### src/pkg/insn_decode_pkg.sv
// opcode, flag-class and clock-count constants for the s..x instruction decoder
// assumes a fetch stage that presents opcode bytes and modrm already aligned
//
// Contract
// (RULE1) opcode 9B waits until coprocessor not busy, charges 5 clocks both modes
// (RULE2) 0F 09 is cache write-back-invalidate, 4 clocks both modes
// (RULE3) 0F 00 reg 100 read verify, protected only, zero flag only, 9/10 hit, 12 miss
// (RULE4) 0F 00 reg 101 write verify, protected only, zero flag only, same timing
// (RULE5) 0F C0/C1 exchange-and-add updates six flags; 3 clocks register, 6 memory
// (RULE6) exclusive OR clears OF and CF, updates SF ZF PF; register form 1 clock
// (RULE7) A8/A9 test immediate with accumulator, 1 clock, flags only
// (RULE8) F6/F7 reg 000 test immediate with reg/mem, 1/3 hit, 5 miss
// (RULE9) 2C/2D subtract immediate from accumulator, 1 clock both modes
// (RULE10) separate counts for register/hit and miss, per mode, every form; code counts ignore mode, and 0F C0/C1, 86/87, AA/AB have no miss count
// (RULE11) protected-only instruction in real mode raises invalid opcode, vector 6
// (RULE12) verify with privilege violation clears zero flag, no protection fault
// (RULE13) exchange with memory operand asserts bus lock regardless of prefix
// (RULE14) two-value counts: first for register operand, second for cache hit
package insn_decode_pkg;
	localparam logic [7:0] OP_TWO_BYTE = 8'h0F;
	localparam logic [7:0] OP_WAIT = 8'h9B;
	localparam logic [7:0] OP_CACHE_WRITEBACK_INVALIDATE_2 = 8'h09;
	localparam logic [7:0] OP_GRP6_2 = 8'h00;
	localparam logic [6:0] OP_EXCHANGE_AND_ADD_2 = 7'h60;
	localparam logic [6:0] OP_STORE_STR = 7'h55;
	localparam logic [6:0] OP_TEST_ACC = 7'h54;
	localparam logic [6:0] OP_TEST_IMM = 7'h7B;
	localparam logic [6:0] OP_SUB_ACC = 7'h16;
	localparam logic [5:0] OP_SUB_RM = 6'h0A;
	localparam logic [6:0] OP_TEST_RM = 7'h42;
	localparam logic [6:0] OP_EXCHANGE_OPERANDS_RM = 7'h43;
	localparam logic [4:0] OP_EXCHANGE_OPERANDS_ACC = 5'h12;
	localparam logic [7:0] OP_TABLE_TRANSLATE_BYTE = 8'hD7;
	localparam logic [5:0] OP_XOR_RM = 6'h0C;
	localparam logic [6:0] OP_XOR_ACC = 7'h1A;
	localparam logic [5:0] OP_IMM_GRP = 6'h20;
	localparam logic [2:0] REG_SUB = 3'h5;
	localparam logic [2:0] REG_XOR = 3'h6;
	localparam logic [2:0] REG_TEST = 3'h0;
	localparam logic [2:0] REG_VERIFY_READ_ACCESS = 3'h4;
	localparam logic [2:0] REG_VERIFY_WRITE_ACCESS = 3'h5;
	localparam logic [1:0] MOD_REG = 2'h3;
	localparam logic [7:0] VEC_INVALID_OP = 8'h06;
	// clock counts
	localparam logic [3:0] CYC_1 = 4'h1;
	localparam logic [3:0] CYC_3 = 4'h3;
	localparam logic [3:0] CYC_4 = 4'h4;
	localparam logic [3:0] CYC_5 = 4'h5;
	localparam logic [3:0] CYC_6 = 4'h6;
	localparam logic [3:0] CYC_9 = 4'h9;
	localparam logic [3:0] CYC_10 = 4'hA;
	localparam logic [3:0] CYC_12 = 4'hC;
	// flag bit positions in the 6-bit arithmetic flag vector
	localparam int FL_CF = 0;
	localparam int FL_PF = 1;
	localparam int FL_AF = 2;
	localparam int FL_ZF = 3;
	localparam int FL_SF = 4;
	localparam int FL_OF = 5;
	localparam logic [5:0] FLAGS_ALL = 6'h3F;
	localparam logic [5:0] FLAGS_LOGIC = 6'h3B;
	localparam logic [5:0] FLAGS_ZERO = 6'h08;
	localparam logic [5:0] FLAGS_NONE = 6'h00;
	localparam logic [5:0] FLAGS_LOGIC_CLR = 6'h21;

	typedef enum logic [3:0] {
		CLS_NONE, CLS_STORE_STR, CLS_SUB, CLS_TEST, CLS_VERIFY_READ_ACCESS, CLS_VERIFY_WRITE_ACCESS, CLS_WAIT,
		CLS_CACHE_WRITEBACK_INVALIDATE, CLS_EXCHANGE_AND_ADD, CLS_EXCHANGE_OPERANDS, CLS_TABLE_TRANSLATE_BYTE, CLS_XOR, CLS_INVALID
	} insn_class_e;
endpackage : insn_decode_pkg

### src/insn_decode_s_to_x.sv
// decoder and cycle sequencer for store-string through exclusive OR
// assumes operand bytes stable while insn_valid_i is high until done_o
`timescale 1ns/10ps
`default_nettype none
module insn_decode_s_to_x
	import insn_decode_pkg::*;
(
	input wire logic core_clk_i,
	input wire logic rst_n_i,
	input wire logic insn_valid_i,
	input wire logic [7:0] opcode0_i,
	input wire logic [7:0] opcode1_i,
	input wire logic [7:0] modrm_i,
	input wire logic protected_mode_i,
	input wire logic cache_miss_i,
	input wire logic coproc_busy_n_i,
	input wire logic selector_priv_ok_i,
	output logic busy_o,
	output logic done_o,
	output logic [3:0] insn_class_o,
	output logic [3:0] cycles_o,
	output logic [5:0] flags_update_o,
	output logic [5:0] flags_clear_o,
	output logic result_write_o,
	output logic zero_flag_clear_o,
	output logic exception_o,
	output logic [7:0] exception_vector_o,
	output logic bus_lock_o
);
	typedef enum logic [1:0] {ST_IDLE, ST_EXEC, ST_WAIT_COPROC} seq_state_e;

	// ----------------------------------------
	// combinational decode
	// ----------------------------------------
	insn_class_e cls_next;
	logic [3:0] cyc_next;
	logic [5:0] upd_next;
	logic [5:0] clr_next;
	logic wr_next;
	logic lock_next;
	logic mem_op;
	logic [2:0] reg_f;

	assign reg_f = modrm_i[5:3];
	assign mem_op = modrm_i[7:6] != MOD_REG;

	always_comb begin
		cls_next = CLS_INVALID;
		cyc_next = CYC_1;
		upd_next = FLAGS_NONE;
		clr_next = FLAGS_NONE;
		wr_next = 1'b0;
		lock_next = 1'b0;
		if (opcode0_i == OP_TWO_BYTE) begin
			if (opcode1_i == OP_CACHE_WRITEBACK_INVALIDATE_2) begin
				cls_next = CLS_CACHE_WRITEBACK_INVALIDATE;
				cyc_next = CYC_4; // RULE2
			end else if (opcode1_i[7:1] == OP_EXCHANGE_AND_ADD_2) begin
				cls_next = CLS_EXCHANGE_AND_ADD;
				upd_next = FLAGS_ALL; // RULE5
				wr_next = 1'b1;
				cyc_next = mem_op ? CYC_6 : CYC_3; // RULE5
			end else if (opcode1_i == OP_GRP6_2 && (reg_f == REG_VERIFY_READ_ACCESS || reg_f == REG_VERIFY_WRITE_ACCESS)) begin
				cls_next = (reg_f == REG_VERIFY_READ_ACCESS) ? CLS_VERIFY_READ_ACCESS : CLS_VERIFY_WRITE_ACCESS; // RULE3 RULE4
				upd_next = FLAGS_ZERO;
				// first count register, second cache hit, else miss
				cyc_next = !mem_op ? CYC_9 : (cache_miss_i ? CYC_12 : CYC_10); // RULE14 RULE10
			end
		end else if (opcode0_i == OP_WAIT) begin
			cls_next = CLS_WAIT;
			cyc_next = CYC_5; // RULE1
		end else if (opcode0_i[7:1] == OP_STORE_STR) begin
			cls_next = CLS_STORE_STR;
			wr_next = 1'b1;
			cyc_next = CYC_3;
		end else if (opcode0_i[7:1] == OP_SUB_ACC) begin
			cls_next = CLS_SUB;
			upd_next = FLAGS_ALL;
			wr_next = 1'b1;
			cyc_next = CYC_1; // RULE9
		end else if (opcode0_i[7:2] == OP_SUB_RM) begin
			cls_next = CLS_SUB;
			upd_next = FLAGS_ALL;
			wr_next = 1'b1;
			cyc_next = !mem_op ? CYC_1 : (cache_miss_i ? CYC_5 : CYC_3); // RULE10
		end else if (opcode0_i[7:1] == OP_XOR_ACC || opcode0_i[7:2] == OP_XOR_RM) begin
			cls_next = CLS_XOR;
			upd_next = FLAGS_LOGIC; // RULE6
			clr_next = FLAGS_LOGIC_CLR; // RULE6
			wr_next = 1'b1;
			cyc_next = (!mem_op || opcode0_i[7:1] == OP_XOR_ACC) ? CYC_1 :
				(cache_miss_i ? CYC_5 : CYC_3); // RULE6 RULE10
		end else if (opcode0_i[7:1] == OP_TEST_ACC) begin
			cls_next = CLS_TEST;
			upd_next = FLAGS_LOGIC;
			clr_next = FLAGS_LOGIC_CLR;
			cyc_next = CYC_1; // RULE7
		end else if ((opcode0_i[7:1] == OP_TEST_IMM && reg_f == REG_TEST) || opcode0_i[7:1] == OP_TEST_RM) begin
			cls_next = CLS_TEST;
			upd_next = FLAGS_LOGIC;
			clr_next = FLAGS_LOGIC_CLR;
			cyc_next = !mem_op ? CYC_1 : (cache_miss_i ? CYC_5 : CYC_3); // RULE8 RULE14
		end else if (opcode0_i[7:2] == OP_IMM_GRP && (reg_f == REG_SUB || reg_f == REG_XOR)) begin
			cls_next = (reg_f == REG_SUB) ? CLS_SUB : CLS_XOR;
			upd_next = (reg_f == REG_SUB) ? FLAGS_ALL : FLAGS_LOGIC;
			clr_next = (reg_f == REG_SUB) ? FLAGS_NONE : FLAGS_LOGIC_CLR;
			wr_next = 1'b1;
			cyc_next = !mem_op ? CYC_1 : (cache_miss_i ? CYC_5 : CYC_3); // RULE14
		end else if (opcode0_i[7:1] == OP_EXCHANGE_OPERANDS_RM) begin
			cls_next = CLS_EXCHANGE_OPERANDS;
			wr_next = 1'b1;
			lock_next = mem_op; // RULE13
			cyc_next = mem_op ? CYC_4 : CYC_3; // RULE14
		end else if (opcode0_i[7:3] == OP_EXCHANGE_OPERANDS_ACC) begin
			cls_next = CLS_EXCHANGE_OPERANDS;
			wr_next = 1'b1;
			cyc_next = CYC_3;
		end else if (opcode0_i == OP_TABLE_TRANSLATE_BYTE) begin
			cls_next = CLS_TABLE_TRANSLATE_BYTE;
			wr_next = 1'b1;
			cyc_next = cache_miss_i ? CYC_5 : CYC_3;
		end
	end

	// ----------------------------------------
	// sequencer
	// ----------------------------------------
	seq_state_e state_reg;
	logic [3:0] count_reg;
	logic take;
	logic prot_only_fault;

	assign take = state_reg == ST_IDLE && insn_valid_i;
	assign prot_only_fault = (cls_next == CLS_VERIFY_READ_ACCESS || cls_next == CLS_VERIFY_WRITE_ACCESS) && !protected_mode_i;

	always_ff @(posedge core_clk_i) begin
		if (!rst_n_i) begin
			state_reg <= ST_IDLE;
		end else begin
			case (state_reg)
				ST_IDLE: begin
					if (take && cls_next != CLS_INVALID && !prot_only_fault) begin
						state_reg <= (cls_next == CLS_WAIT) ? ST_WAIT_COPROC : ST_EXEC;
					end
				end
				ST_WAIT_COPROC: begin
					if (coproc_busy_n_i) begin // RULE1
						state_reg <= ST_EXEC;
					end
				end
				ST_EXEC: begin
					if (count_reg == 4'h0) begin
						state_reg <= ST_IDLE;
					end
				end
				default: state_reg <= ST_IDLE;
			endcase
		end
	end

	// ----------------------------------------
	// remaining-cycle counter
	// ----------------------------------------
	// release cycle out of the stall is the first charged clock
	always_ff @(posedge core_clk_i) begin
		if (!rst_n_i) begin
			count_reg <= 4'h0;
		end else begin
			case (state_reg)
				ST_IDLE: begin
					if (take && cls_next != CLS_INVALID && !prot_only_fault) begin
						count_reg <= cyc_next - 4'h1;
					end
				end
				ST_WAIT_COPROC: begin
					if (coproc_busy_n_i) begin
						count_reg <= count_reg - 4'h1; // RULE1
					end
				end
				ST_EXEC: begin
					if (count_reg != 4'h0) begin
						count_reg <= count_reg - 4'h1;
					end
				end
				default: count_reg <= 4'h0;
			endcase
		end
	end

	// ----------------------------------------
	// outputs
	// ----------------------------------------
	logic finish;
	assign finish = state_reg == ST_EXEC && count_reg == 4'h0;

	always_ff @(posedge core_clk_i) begin
		if (!rst_n_i) begin
			insn_class_o <= 4'h0;
			cycles_o <= 4'h0;
			flags_update_o <= FLAGS_NONE;
			flags_clear_o <= FLAGS_NONE;
			result_write_o <= 1'b0;
			zero_flag_clear_o <= 1'b0;
			bus_lock_o <= 1'b0;
		end else if (take) begin
			insn_class_o <= 4'(cls_next);
			cycles_o <= cyc_next; // RULE10
			flags_update_o <= upd_next;
			flags_clear_o <= clr_next;
			result_write_o <= wr_next; // RULE7
			zero_flag_clear_o <= (cls_next == CLS_VERIFY_READ_ACCESS || cls_next == CLS_VERIFY_WRITE_ACCESS) && !selector_priv_ok_i; // RULE12
			bus_lock_o <= lock_next && !prot_only_fault && cls_next != CLS_INVALID; // RULE13
		end else if (finish) begin
			bus_lock_o <= 1'b0;
		end
	end

	always_ff @(posedge core_clk_i) begin
		if (!rst_n_i) begin
			busy_o <= 1'b0;
			done_o <= 1'b0;
			exception_o <= 1'b0;
			exception_vector_o <= 8'h00;
		end else begin
			busy_o <= (take && cls_next != CLS_INVALID && !prot_only_fault) || (state_reg != ST_IDLE && !finish);
			done_o <= finish;
			exception_o <= take && (cls_next == CLS_INVALID || prot_only_fault); // RULE11
			exception_vector_o <= (take && prot_only_fault) ? VEC_INVALID_OP : 8'h00; // RULE11
		end
	end
endmodule : insn_decode_s_to_x
`default_nettype wire

### config.mk
export PLATFORM = sky130hd
export DESIGN_NAME = insn_decode_s_to_x
export DESIGN_NICKNAME = d
export VERILOG_FILES = /design/src/pkg/insn_decode_pkg.sv /design/src/insn_decode_s_to_x.sv
export SDC_FILE = /design/constraint.sdc
export NUM_CORES = 1
export LEC_CHECK = 0
export BUFFER_PORTS_ARGS = -buffer_cell sky130_fd_sc_hd__buf_2
export CELL_PAD_IN_SITES_DETAIL_PLACEMENT = 0
export CELL_PAD_IN_SITES_GLOBAL_PLACEMENT = 2
export CORE_MARGIN = 1.5
export CORE_UTILIZATION = 30
export DETAILED_ROUTE_END_ITERATION = 6
export GPL_ROUTABILITY_DRIVEN = 0
export PLACE_DENSITY_LB_ADDON = 0.1
export SETUP_SLACK_MARGIN = 0.15
export SLEW_MARGIN = 10
export SYNTH_ARGS = -nofsm -noshare
export SYNTH_HDL_FRONTEND = slang
export SYNTH_SLANG_ARGS = --single-unit
### constraint.sdc
create_clock -name core_clk_i -period 6.5 [get_ports core_clk_i]
set_input_delay 1.3 -clock core_clk_i [delete_from_list [all_inputs] [get_ports core_clk_i]]
set_output_delay 1.3 -clock core_clk_i [all_outputs]
set_load 0.005 [all_outputs]
Yosys cells after proc, flatten, opt, wreduce, memory -nomap -nowiden
Index checks and enable logic that the tools add are counted.

storage, ports and cells
  flip-flop bits (word level) = 40
  bits in latches = 0
  RAM bits = 0
  memory bits (read-only) = 0
  input bits = 31
  output and inout port bits = 34
  word-level logic and storage cells = 180
  memories = 0

operators by class
  add/subtract/negate cells = 2
  multiply operators = 0
  divide/modulo/power cells = 0
  $lt $le $gt $ge = 0
  equality and inequality tests = 31
  shift operators = 0
  muxes and demuxes = 98
  bitwise operators = 0
  reduce and logical (&&, ||, !) cells = 36

operator list
  cell                 number
  $mux 6               21
  $mux 4               31
  $eq 7x7->1 const B   6
  $mux 3               13
  $mux 1               27
  $eq 8x4->1 const B   2
  $eq 8x8->1 const B   2
  $eq 7x5->1 const B   2
  $logic_and 1x1->1    14
  $eq 4x3->1 const B   3
  $eq 6x4->1 const B   2
  $pmux 4 s3           1
  $eq 3x3->1 const B   3
  $logic_not 8->1      1
  $logic_or 1x1->1     8
  $mux 2               4
  $ne 2x2->1 const B   4
  $sub 4x1->4 const B  2
  $eq 6x6->1 const B   1
  $pmux 2 s3           1
  $reduce_and 3->1     2
  $eq 5x5->1 const B   1
  $logic_not 1->1      5
  $eq 4x4->1 const B   1
  9 further kinds      10

Longest topological paths before layout
Gate-level depths: netlist (run 1).

  depth in word-level cells = 20
  mapped depth = 11
  gate-level depth less buffers = 10

Worst setup path after synthesis (run 1)
No wires, ideal clock.

  kind = input to register
  start = in opcode0_i[3]
  end = reg count_reg[1]
  setup time = 0.065 ns
  data arrival time = 3.344 ns
  required time = 6.435 ns
  setup slack = 3.091 ns
  cell stages on the path = 9
  path buffers = 0
  path through = or4b_4 nand2b_1 or3_1 a221o_1 mux2i_1 ha_1 nor2_1 mux2i_1 nor2b_1

between the ends
  longest elaborated chain between the ends = 20
  elaborated cells between the ends (all ways) = 57
  classes of those cells = add/sub: 1; eq/ne: 18; mux: 27; reduce/logical: 11

RTL lines
  what                                                                 line                       source
  start, declared                                                      insn_decode_s_to_x.sv:11   input wire logic [7:0] opcode0_i,
  parallel branches: the longest is 20 deep, another holds $eq 8x8->1  -
  end signal, assigned                                                 insn_decode_s_to_x.sv:172  count_reg <= cyc_next - 4'h1;
  end signal, assigned                                                 insn_decode_s_to_x.sv:177  count_reg <= count_reg - 4'h1;
  end signal, assigned                                                 insn_decode_s_to_x.sv:182  count_reg <= count_reg - 4'h1;
  end, declared                                                        insn_decode_s_to_x.sv:129  logic [3:0] count_reg;

Parallel ways; which one is timed is not known. The select of a mux whose other input is x is not followed.
A chain may end at the register's enable or synchronous reset.

Final worst setup path (run 1)
Ends and elaborated chain as after synthesis.

==> flow_results.org, run 1 <==
** Run status
- Outcome :: complete, no violations

** Die
- Die area :: just under 7000 um2
- Row generation in the floorplan step produced 29 rows.
- Core ar. :: between 6000 and 7000 um2
- 65 I/O pins were placed.
- Effective utilization at floorplan :: 0.308
- Floorplan die height :: between 80 and 90 um
- Horizontal die dimension :: 83.3 um

** Routing
- Post-route DRC violation count :: 0
- The detailed router finished its first iteration with approximately 110 violations.
- After detailed routing, the number of vias per cell comes to approximately 5.2.
- Number of search-and-repair iterations in the first detailed-routing pass :: 4
- In this run the remaining antenna-violating nets after routing total 0.
- The routed design has roughly 5500 um of wire.
- For this block, the via count after detailed routing is 1954.
- Dividing the detail-routed wire length by the instance count gives about 15 um.

** CTS
- Number of buffers added for setup after CTS :: 0
- Level count of the clock H-tree :: 1
- After clock tree synthesis, the clock-pin slew on the worst setup and hold paths is around 0.08 ns.
- In this run, post-CTS repair resized a total of 0 instances.
- Counting every sink on the clock net gives 25.
- CTS Buf Count :: 3
- Clock latency at the later pin of the worst-skew pair :: ~0.27 ns
- Master cell of the clock root buffer :: clkbuf_8
- CTS tree :: done
- No sink is reached through more buffers than the 2 on the longest clock path.
- Hold-fix buffers, CTS :: 0

** Global route
- The number of antenna violations at the first check in global routing was 0.
- For met1 alone, demand over resource in global routing was 0.240.
- For this run, global-route usage on met3 was measured as 0.0318.
- The layer flagged by global routing as most heavily used is met2.
- GRT Overall Usage :: 0.163
- Overflow after GRT :: 0
- Entering global routing, the biggest net connects 28 pins.
- The number of global-route vias before repair is about 1800.
- Met2 capacity usage during global routing :: 0.253
- The first global-routing pass estimated 9270 um of wire.

** Synth
- Synth cell count leaders :: nand2_1 (30), dfxtp_1 (25), o21ai_0 (19)
- In this run, distinct cell masters in the synthesized netlist total just under 60.
- For this run, the leading register cell type out of synthesis is dfxtp_1.
- Count of yosys warnings during synthesis :: 0
- Top area cells in the synthesized netlist :: dfxtp_1 (26%), buf_4 (5.8%), nand2_1 (5.8%), o21ai_0 (4.9%), nand3_1 (3.4%)
- Sequential fraction of the synthesis area :: 0.259
- Post-synth top area cell :: dfxtp_1
- By instance count, the leading cell after synthesis is nand2_1.
- The average instance in the mapped netlist occupies between 7 and 8 um2.
- Cells after Synth :: about 260
- Mapped Area :: 1930 um2
- Share of flip-flops with an asynchronous set or reset :: 0
- Count of state elements after synthesis :: 25
- The share of synthesized area in the top cell type comes to 0.259.
- Number of synthesized flops with an enable pin :: 0

** Timing
- For the pin with the worst max-slew slack, the measured transition is about 0.87 ns.
- Of the available clock period, the critical path in the final layout requires 0.550.
- For the final routed database, the setup TNS stands at 0 ns.
- Clock skew on the completed layout was measured at 0.00792 ns.
- Final Max Slew Viols :: 0
- Clock period minus final worst setup slack :: ~3.6 ns
- Hold violation total from the final report :: 0
- Setup violations remaining at the end of the flow were counted as 0.
- Max-Slew Margin vs Limit :: 0.405
- WHS :: between 0.4 and 0.5 ns
- Maximum frequency from static timing analysis :: approximately 280 MHz
- Setup repair after global routing left no endpoint under its margin.

** Pwr
- Lkg Pwr :: 0.945 nW
- Power density relative to cell area :: around 170 nW/um2
- IR analysis of the VDD net gives a maximum drop of between 70 and 80 uV.

** Worst setup path
- Slack of the worst reg-to-reg path :: 4.48 ns
- Data arrives at the worst endpoint at 3.78 ns.
- Counting cells, the worst reg-to-reg path comes to 6.
- Along the worst path, the maximum fanout reaches 12.
- FF-to-FF End :: insn_class_o[0]
- The worst setup path is launched from an input pin.
- In this run the critical register-to-register path is launched from state_reg[1].
- Required time reported for the critical path endpoint :: 6.70 ns
- The critical path in this run is classified as input pin to flop.
- Crit end category :: flop

** Place
- Count of buffers inserted at the top-level ports :: about 50
- Summing all placed instances gives a cell area of approximately 2200 um2.
- Counting tap cells, the placed design contains a total of approximately 370 instances.
- HPWL Detailed :: between 4000 and 5000 um

** Layout
- Net total in the final layout :: approximately 330
- With fillers left out, the area of the finished cells amounts to roughly 2200 um2.
- Of the cells placed in the final design, the portion with a size suffix greater than 1 is 0.213.
- 0 antenna diodes ended up in the layout.
- Leaving out filler cells and counting taps, the final layout contains 373.
- Compared with the post-synthesis result, the final layout area differs by 14.2%.

** Hold path
- Number of cells on the worst hold path :: 2
- Worst Hold End :: insn_class_o[2]
- The path class of the tightest hold or removal check is flop to flop.
- Worst hold path startpoint :: insn_class_o[2]

** Run
- Max-cap check violation count :: 0
[worst max path at each step]
stage                       startpoint  cells after the start           end
after global placement    opcode0_i[2]                      9  state_reg[0]
after CTS                 opcode0_i[3]                     10  count_reg[1]
after global routing      opcode0_i[2]                      9  state_reg[0]
after detailed placement  opcode0_i[3]                     10  count_reg[1]
final                     opcode0_i[3]                     10  count_reg[1]
after floorplan           opcode0_i[3]                      9  count_reg[1]
[report_power, final]
part	leakage (nW)	internal [mW]	switching [mW]
Sequential	0.204	0.166	0.00719
Clock	0.0255	0.0428	0.0477
Combinational	0.716	0.0499	0.0721
Total	0.945	0.259	0.127
[placed cells by master, fill, tap and decap left out, types with 3 or more instances in the layout]
master,n
nand2_1,30
and2_1,8
o211ai_1,4
o21a_1,3
conb_1,10
nor3b_1,6
clkbuf_8,3
nor2_1,14
inv_1,9
nor2b_1,7
a21oi_1,11
nand3_1,13
and3_1,3
a31oi_1,4
nor4_1,4
nand2b_1,5
nand4_1,4
or3_1,3
nand4b_1,3
buf_2,51
nor4bb_1,3
ha_1,5
dfxtp_1,25
o21ai_0,19
nor3_1,5
a21boi_0,4
[critical path, stage by stage]
cell	delay [ns]
buf_2	0.17
or4b_4	0.59
nand2b_1	0.24
or3_1	0.39
a221o_1	0.40
mux2i_1	0.15
ha_1	0.24
nor2_1	0.11
mux2i_1	0.08
nor2b_1	0.10
[cells by family (layout without fill, tap and decap cells)]
| kind of cell | count (synthesis) | in the layout | share of synthesized area |
|---|---|---|---|
| adders and majority gates | 5 | 5 | 0.0323 |
| AOI/OAI and AO/OA | 68 | 68 | 0.237 |
| muxes | 2 | 2 | 0.0103 |
| buffers and inverters | 35 | 64 | 0.0983 |
| xor gates and xnor gates | 2 | 2 | 0.00906 |
| DFF | 25 | 25 | 0.259 |
| other | 1 | 10 | 0.00194 |
| and+or+nand+nor | 120 | 120 | 0.353 |
[per-stage QoR]
stage | total power [mW] | setup slack [ns] | util
after floorplan | 0.265 | 3.09 | -
after global placement | 0.301 | 2.66 | 0.345
after detailed placement | 0.300 | 2.66 | 0.345
after CTS | 0.393 | 2.93 | 0.352
after global routing | 0.419 | 2.69 | 0.352
final | 0.386 | 2.92 | 0.352
[per-layer routing]
layer  vias to the layer above  part of all wire
li1                        995                 -
met1                       892              0.50
met2                        65              0.43
met3                         2             0.062
met4                         0            0.0058
met5                         -                 0
[final cells by class]
class | instances | area [um2]
clock buffers | 3 | 41.3
clock inverters | 1 | 5.00
fillers | 692 | 4070
inverters | 9 | 33.8
multi-input cells | 207 | 1280
flip-flops and latches | 25 | 500
well taps | 77 | 96.3
repair buffers | 51 | 255
Note: power is estimated with default switching activity, not from simulation.
==> inputs of run 2 (changes only) <==
--- a/config.mk
+++ b/config.mk
@@ -5,11 +5,12 @@
 export SDC_FILE = /design/constraint.sdc
 export NUM_CORES = 1
 export LEC_CHECK = 0
+export ABC_AREA = 1
 export BUFFER_PORTS_ARGS = -buffer_cell sky130_fd_sc_hd__buf_2
 export CELL_PAD_IN_SITES_DETAIL_PLACEMENT = 0
 export CELL_PAD_IN_SITES_GLOBAL_PLACEMENT = 2
 export CORE_MARGIN = 1.5
-export CORE_UTILIZATION = 30
+export CORE_UTILIZATION = 23
 export DETAILED_ROUTE_END_ITERATION = 6
 export GPL_ROUTABILITY_DRIVEN = 0
 export PLACE_DENSITY_LB_ADDON = 0.1
==> constraint.sdc (replaced) <==
create_clock -name core_clk_i -period 3.2 [get_ports core_clk_i]
set_input_delay 0.64 -clock core_clk_i [delete_from_list [all_inputs] [get_ports core_clk_i]]
set_output_delay 0.64 -clock core_clk_i [all_outputs]
set_load 0.005 [all_outputs]
==> run 2 against run 1 <==
Against the previous run:
- clock-buffer cell count is the same
- cell area grew 4.9%
- first-iteration DRC count shrank 12%
- power grew to 3.0 times the previous value
==> flow_results.org, run 2 <==
** Global route
- Overflow after GRT :: 0
- For this run, global-route usage on met1 was measured as 0.188.
- Met2 capacity usage during global routing :: 0.231
- Antenna violations before repair :: 0
- Entering global routing, the biggest net connects 24 pins.
- The first global-routing pass estimated 9630 um of wire.
- Most Used Layer, Global Route :: met2
- Number of global-route vias before repair :: approximately 1900
- For this run, the total global-route usage over all layers was measured as 0.136.
- Met3 Usage GRT :: 0.0213

** Routing
- After detailed routing, the average wire length per cell comes to 12.5 um.
- After the first detailed-routing iteration, the DRC count stood at approximately 100.
- Summing over every cut layer, the via total after detailed routing is between 2000 and 2500.
- Post-route DRC violation count :: 0
- Via density :: about 4.3
- Final WL :: 5990 um
- The count of nets left with antenna violations once routing finished came out at 0.
- Number of search-and-repair iterations in the first detailed-routing pass :: 4

** Synth
- Synth cell count leaders :: nand2_1 (69), nor2_1 (57), inv_1 (40)
- Of the synthesized area, sequential elements account for 0.253.
- The netlist uses 29 different library cells.
- Mean area per synthesized cell :: roughly 6.0 um2
- Number of synthesized flops with an enable pin :: 0
- Proportion of netlist area held by the largest area contributor :: 0.253
- Mapped Area :: 1980 um2
- Most frequent cell after synthesis :: nand2_1
- Top area cells in the synthesized netlist :: dfxtp_1 (25%), nand2_1 (13%), nor2_1 (11%), inv_1 (7.6%), buf_4 (6.5%)
- Cells after Synth :: 330
- Share of flip-flops with an asynchronous set or reset :: 0
- Count of yosys warnings during synthesis :: 0
- dfxtp_1 takes more of the synthesized area than any other cell.
- Synth Flop Type :: dfxtp_1
- Count of state elements after synthesis :: 25

** Layout
- The filler cells instantiated in the layout total around 950.
- Share of cells above drive strength 1 :: 0.211
- From synthesis to final layout, the design area changed by 17.2%.
- The number of antenna diodes in the final layout is 0.
- Net total in the final layout :: slightly above 400
- Most common cell after layout, fill and taps aside :: nand2_1
- Fin area :: around 2300 um2
- In the layout the commonest cells are nand2_1 (69), nor2_1 (57), buf_2 (51), inv_1 (40).

** Timing
- On the final layout, the worst hold slack is around 0.49 ns.
- Of the available clock period, the critical path in the final layout requires 0.753.
- Total Neg Setup Slack :: 0 ns
- Post-route worst setup slack :: just under 0.8 ns
- Max-Slew Margin vs Limit :: 0.559
- Setup repair after global routing left no endpoint under its margin.
- Final Max Slew Viols :: 0
- Setup violations remaining at the end of the flow were counted as 0.
- Hold violation total from the final report :: 0
- Setup skew after layout :: around 0.0043 ns
- Based on the critical path, the design can be clocked at up to about 410 MHz.
- The smallest clock period supported by the final layout is computed as 2.41 ns.
- Worst slew pin tran :: approximately 0.66 ns

** Place
- Input and output buffers added on the ports amount to 51.
- After detailed placement, the total cell area comes to between 2000 and 2500 um2.
- Detailed placement ended at an HPWL of a little over 5000 um.
- Timing analysis after detailed placement gives a worst setup slack of about 0.48 ns.

** Worst setup path
- In this design, the stage delay of the slowest critical-path cell is 0.41 ns.
- Slack of the worst reg-to-reg path :: slightly below 0.9 ns
- Traced cell by cell, the critical path runs through buf_2 -> nor2_1 -> nand3_1 -> nor2_1 -> nor3_2 -> nand2_1 -> nand2_1 -> nand2_2 -> nand3_2 -> nand2_2 -> nand3_4 -> nor2_4 -> nand3_1 -> a21oi_1.
- The worst setup path is captured at a flop.
- Arrival time of the worst setup path :: ~2.6 ns
- Critical Setup Path Class :: input pin to flop
- STA classifies the critical path startpoint as an input pin.
- In this run the worst path has a maximum fanout of 5.
- Data on the critical path is required at its endpoint by between 3 and 4 ns.
- Logic depth of the worst register-to-register path :: 10
- In this run the critical register-to-register path is captured at count_reg[3].
- The most critical setup path has its startpoint at opcode1_i[1].
- Following the worst setup path forward leads to its endpoint at count_reg[3].
- Worst flop-to-flop path startpoint :: state_reg[0]
- Slowest cell on the critical path :: nor2_1

** CTS
- In this run, CTS created clock tree buffers numbering 3.
- Number of buffers added for setup after CTS :: 0
- Clock tree buffer depth :: 2
- Gates resized during post-CTS repair numbered 0.
- CTS tree :: done
- Clock latency at the later pin of the worst-skew pair :: 0.27 ns
- The clock net in this run drives a total of 25 sinks.
- The root buffer cell chosen for the clock tree is clkbuf_8.
- After clock tree synthesis, the clock-pin slew on the worst setup and hold paths is 0.09 ns.
- Level count of the clock H-tree :: 1
- The number of hold buffers added after CTS was 0.

** Run status
- Outcome :: complete, no violations

** Hold path
- The min-delay analysis places its worst path in the category flop to flop.
- The startpoint identified for the worst hold timing path is bus_lock_o.

** Pwr
- Power density relative to cell area :: 507 nW/um2
- Worst IR drop on VDD :: ~230 uV
- Lkg Pwr :: between 1 and 1.5 nW

** Run
- Max-cap check violation count :: 0

** Die
- The floorplan has 33 rows.
- The die covers 9170 um2.
- For this configuration, the core starts out at a cell density of 0.240.
- Io pins :: 65
- Core ar. :: 8260 um2
- Floorplan die height :: 95.7 um
- Horizontal die dimension :: 95.7 um
## run 2: cell count changes in the layout (fill, tap and decap cells not counted), sizes merged, moves of 6 or more
cell / change
nor2: +49
and2: -7
nor3b: -6
nand2: +41
nand3: +16
nor2b: -7
inv: +37
## run 2: cell families after synthesis
group	synth area share
AO/OA/AOI/OAI	0.127
AND/OR/NAND/NOR	0.426
other	0.00190
adder cells (fa/ha/maj)	0.0316
flip-flops	0.253
buffers and inverters	0.160
## run 2: how the worst min path moves through the flow
stage / endpoint / cells after the start
global placement: zero_flag_clear_o / 2
finish: bus_lock_o / 2
global route: count_reg[1] / 2
floorplan: count_reg[2] / 2
detailed placement: bus_lock_o / 2
CTS: bus_lock_o / 2
## run 2: layout make-up
cell class              instances  area, um2  share of cell area
multi-input cells             247       1190               0.515
flip-flops and latches         25        500               0.216
repair buffers                 53        270               0.117
inverters                      46        173              0.0745
well taps                     105        131              0.0567
clock buffers                   3       41.3              0.0178
clock inverters                 1       7.51             0.00324
## run 2: layer usage
metal  wire [um]  share of wire
met4          31         0.0052
met1        3060           0.51
met2        2720           0.45
met5           0              0
met3         184          0.031
## run 2: where the power goes
group          internal (mW)  leakage, nW  switching (mW)
clock                 0.0883       0.0217           0.106
sequential             0.393        0.205          0.0465
combinational          0.207        0.969           0.334
total                  0.688         1.20           0.486
## run 2: metrics by stage
stage          power (mW)  cells   util
2_1_floorplan       0.840    339      -
3_3_place_gp         1.00    476  0.275
3_5_place_dp        0.994    476  0.275
4_1_cts              1.20    480  0.281
5_1_grt              1.29    480  0.281
6_report             1.17    480  0.281
## run 2: critical path, delay by kind of cell
kind                   cells  cell delay, ns
and+or+nand+nor           12            1.76
buffers and inverters      1            0.09
AOI/OAI and AO/OA          1            0.13
==> inputs of run 3 (changes only) <==
==> constraint.sdc (replaced) <==
create_clock -name core_clk_i -period 2 [get_ports core_clk_i]
set_input_delay 0.4 -clock core_clk_i [delete_from_list [all_inputs] [get_ports core_clk_i]]
set_output_delay 0.4 -clock core_clk_i [all_outputs]
set_load 0.005 [all_outputs]
==> run 3 against run 2 <==
Against the previous run:
- wire length is 7.5% higher
- power is 88% higher
- clock-buffer cell count stayed put
- clock skew is 0.0047 ns higher
- register-to-register slack worse by 0.68 ns
- critical endpoint is now count_reg[2]
- largest cell class unchanged
- largest power group unchanged
==> flow_results.org, run 3 (synthesis results as in run 2) <==
** Die
- In this run the standard cell core region covers roughly 8300 um2.
- For this configuration, the core starts out at a cell density of 0.240.
- Io pins :: between 60 and 70
- Count of standard-cell rows :: 33
- Horizontal die dimension :: 95.7 um
- Floorplan die height :: roughly 96 um
- Die area :: between 9000 and 10000 um2

** Routing
- In the routed design, unresolved DRC markers number 0.
- Starting DRC count in detailed routing :: 40
- The final route contains approximately 2400 vias.
- Via density :: 4.34
- Final routed wire length divided by cell count :: 11.5 um
- Remaining number of nets flagged by the antenna check after routing :: 0
- The final layout contains routed wiring with a total length of between 6000 and 7000 um.
- Number of search-and-repair iterations in the first detailed-routing pass :: 4

** Global route
- The first global-routing pass estimated 10500 um of wire.
- After global routing the overflow that remains totals 0.
- GRT Overall Usage :: 0.146
- Entering global routing, the biggest net connects 23 pins.
- Antenna violations before repair :: 0
- The number of global-route vias before repair is 2272.

** Timing
- RSZ-0062 raised after global routing :: true
- Dividing the final minimum period by the clock period gives 0.962.
- The number of endpoints with negative hold slack in the final report came to 0.
- Clock period minus final worst setup slack :: between 1.5 and 2 ns
- WHS :: roughly 0.37 ns
- Setup skew after layout :: between 0.009 and 0.01 ns
- Setup-violating endpoint count in the final report :: 0
- Adding up every negative setup slack in the final design gives 0 ns.
- Derived from the worst setup path, the maximum achievable clock frequency is approximately 520 MHz.
- The max-slew violation total from the final report is 0.

** Layout
- Leaving out fill and tap cells, the most frequent cells in the layout are buf_4 (73), nand2_1 (47), buf_2 (44), nor2_1 (38), inv_1 (33).
- Area added between synthesis and finish :: 69.0%
- Most common cell after layout, fill and taps aside :: buf_4
- Summing all non-filler instances in the final layout gives an area of around 3300 um2.
- Of the cells placed in the final design, the portion with a size suffix greater than 1 is 0.493.
- N_diodes :: 0
- Net total in the final layout :: 493

** Worst setup path
- For the worst setup path, the data required time is approximately 2.2 ns.
- Data on the critical path arrives at its endpoint at around 2.1 ns.
- Crit end category :: flop
- Along the worst path, the maximum fanout reaches 7.
- The critical path goes through buf_4 -> nor3_1 -> nand3_2 -> nand3_2 -> nand2_1 -> nand2_1 -> nand4_1 -> o21bai_2 -> ha_4 -> inv_2 -> nand2_2 -> nand3_2 -> a21oi_2.
- The cell that appears most often on the critical path is nand3_2.
- CP startpoint kind :: input pin
- Critical Setup Path Class :: input pin to flop
- Slowest Stage Delay on Critical Path :: 0.29 ns
- Slowest cell on the critical path :: nor3_1

** Hold path
- Worst min path class :: input pin to flop

** CTS
- For the worst-skew pair, the clock arrives at the later sink with an insertion delay of about 0.27 ns.
- CTS Buf Count :: 3
- The clock passes through at most 2 buffers.
- Level count of the clock H-tree :: 1
- CTS tree :: done
- The tree is rooted in a clkbuf_8.
- Clock sink count :: 25
- Clock-pin slew was measured on the worst setup and hold paths at 0.10 ns.

** Place
- Total cell area at the placement stage :: between 2000 and 3000 um2
- Count of buffers inserted at the top-level ports :: around 50
- Once detailed placement completed, the half-perimeter wirelength came to roughly 5300 um.

** Run
- Max-cap violations in this run came to 0.

** Run status
- Outcome :: complete, no violations

** Pwr
- Worst IR drop on VDD :: 555 uV
- Summed over all cells, the static leakage comes to 1.69 nW.
- Dividing total power by cell area gives a power density of 660 nW/um2.
==> run 3: cell count changes in the layout (fill, tap and decap cells not counted), moves of 4 or more <==
cell / previous run / this run
buf_2: 51 / 44
nor3_1: 8 / 4
nor2_4: 2 / 16
inv_4: 0 / 4
buf_4: 2 / 73
nor2_2: 4 / 9
nand3_1: 25 / 17
nand2_1: 69 / 47
inv_1: 40 / 33
nor2_1: 57 / 38
buf_6: 0 / 13
nand2_2: 3 / 20
nand3_2: 3 / 10
nand2_4: 0 / 5
==> run 3: power breakdown <==
group          switching (mW)  internal (mW)
Combinational           0.648          0.547
Clock                   0.167          0.141
Sequential             0.0758          0.629
==> run 3: timing repair <==
item                       4_1_cts  5_1_grt
buffers inserted                14        3
resized for setup               48       55
setup endpoints to repair        6       13
pin swaps                       34       26
hold buffers                     0        0
==> run 3: metrics by stage <==
stage | util | instances | power, mW | worst slack (ns)
2_1_floorplan | - | 339 | 1.40 | 0.127
3_3_place_gp | 0.341 | 540 | 1.77 | -0.296
3_5_place_dp | 0.341 | 540 | 1.76 | -0.306
4_1_cts | 0.379 | 558 | 2.19 | 0.0848
5_1_grt | 0.405 | 561 | 2.43 | -0.0516
6_report | 0.405 | 561 | 2.21 | 0.0759
==> run 3: critical path: cells and delay by family <==
family | cells | cell delay, ns
AND/OR/NAND/NOR | 8 | 0.98
buffers and inverters | 2 | 0.18
adder cells (fa/ha/maj) | 1 | 0.17
AO/OA/AOI/OAI | 2 | 0.39
==> run 3: layout make-up <==
type                            instances  area [um2]
Multi-Input combinational cell        247        1510
Tap cell                              105         131
Timing Repair Buffer                  134         972
Sequential cell                        25         500
Fill cell                             927        4910
Clock inverter                          1        7.51
Inverter                               46         183
Clock buffer                            3        41.3
==> run 3: path summary, 6_finish.rpt <==
check / start / end / slack (ns) / cells past startpoint
worst min register to register: count_reg[3] / count_reg[3] / 0.49 / 2
worst max register to register: state_reg[0] / count_reg[1] / 0.19 / 9
worst max-delay path: opcode0_i[2] / count_reg[2] / 0.08 / 13
worst min-delay path: protected_mode_i / exception_vector_o[1] / 0.37 / 4
==> run 3: metal layers <==
| metal | GRT usage | wire [um] | share of wire | vias up |
|---|---|---|---|---|
| li1 | - | - | - | 1289 |
| met1 | 0.192 | 3020 | 0.47 | 1103 |
| met2 | 0.256 | 3180 | 0.49 | 36 |
| met3 | 0.0213 | 209 | 0.032 | 4 |
| met4 | 0.0221 | 43 | 0.0067 | 0 |
| met5 | 0 | 0 | 0 | - |
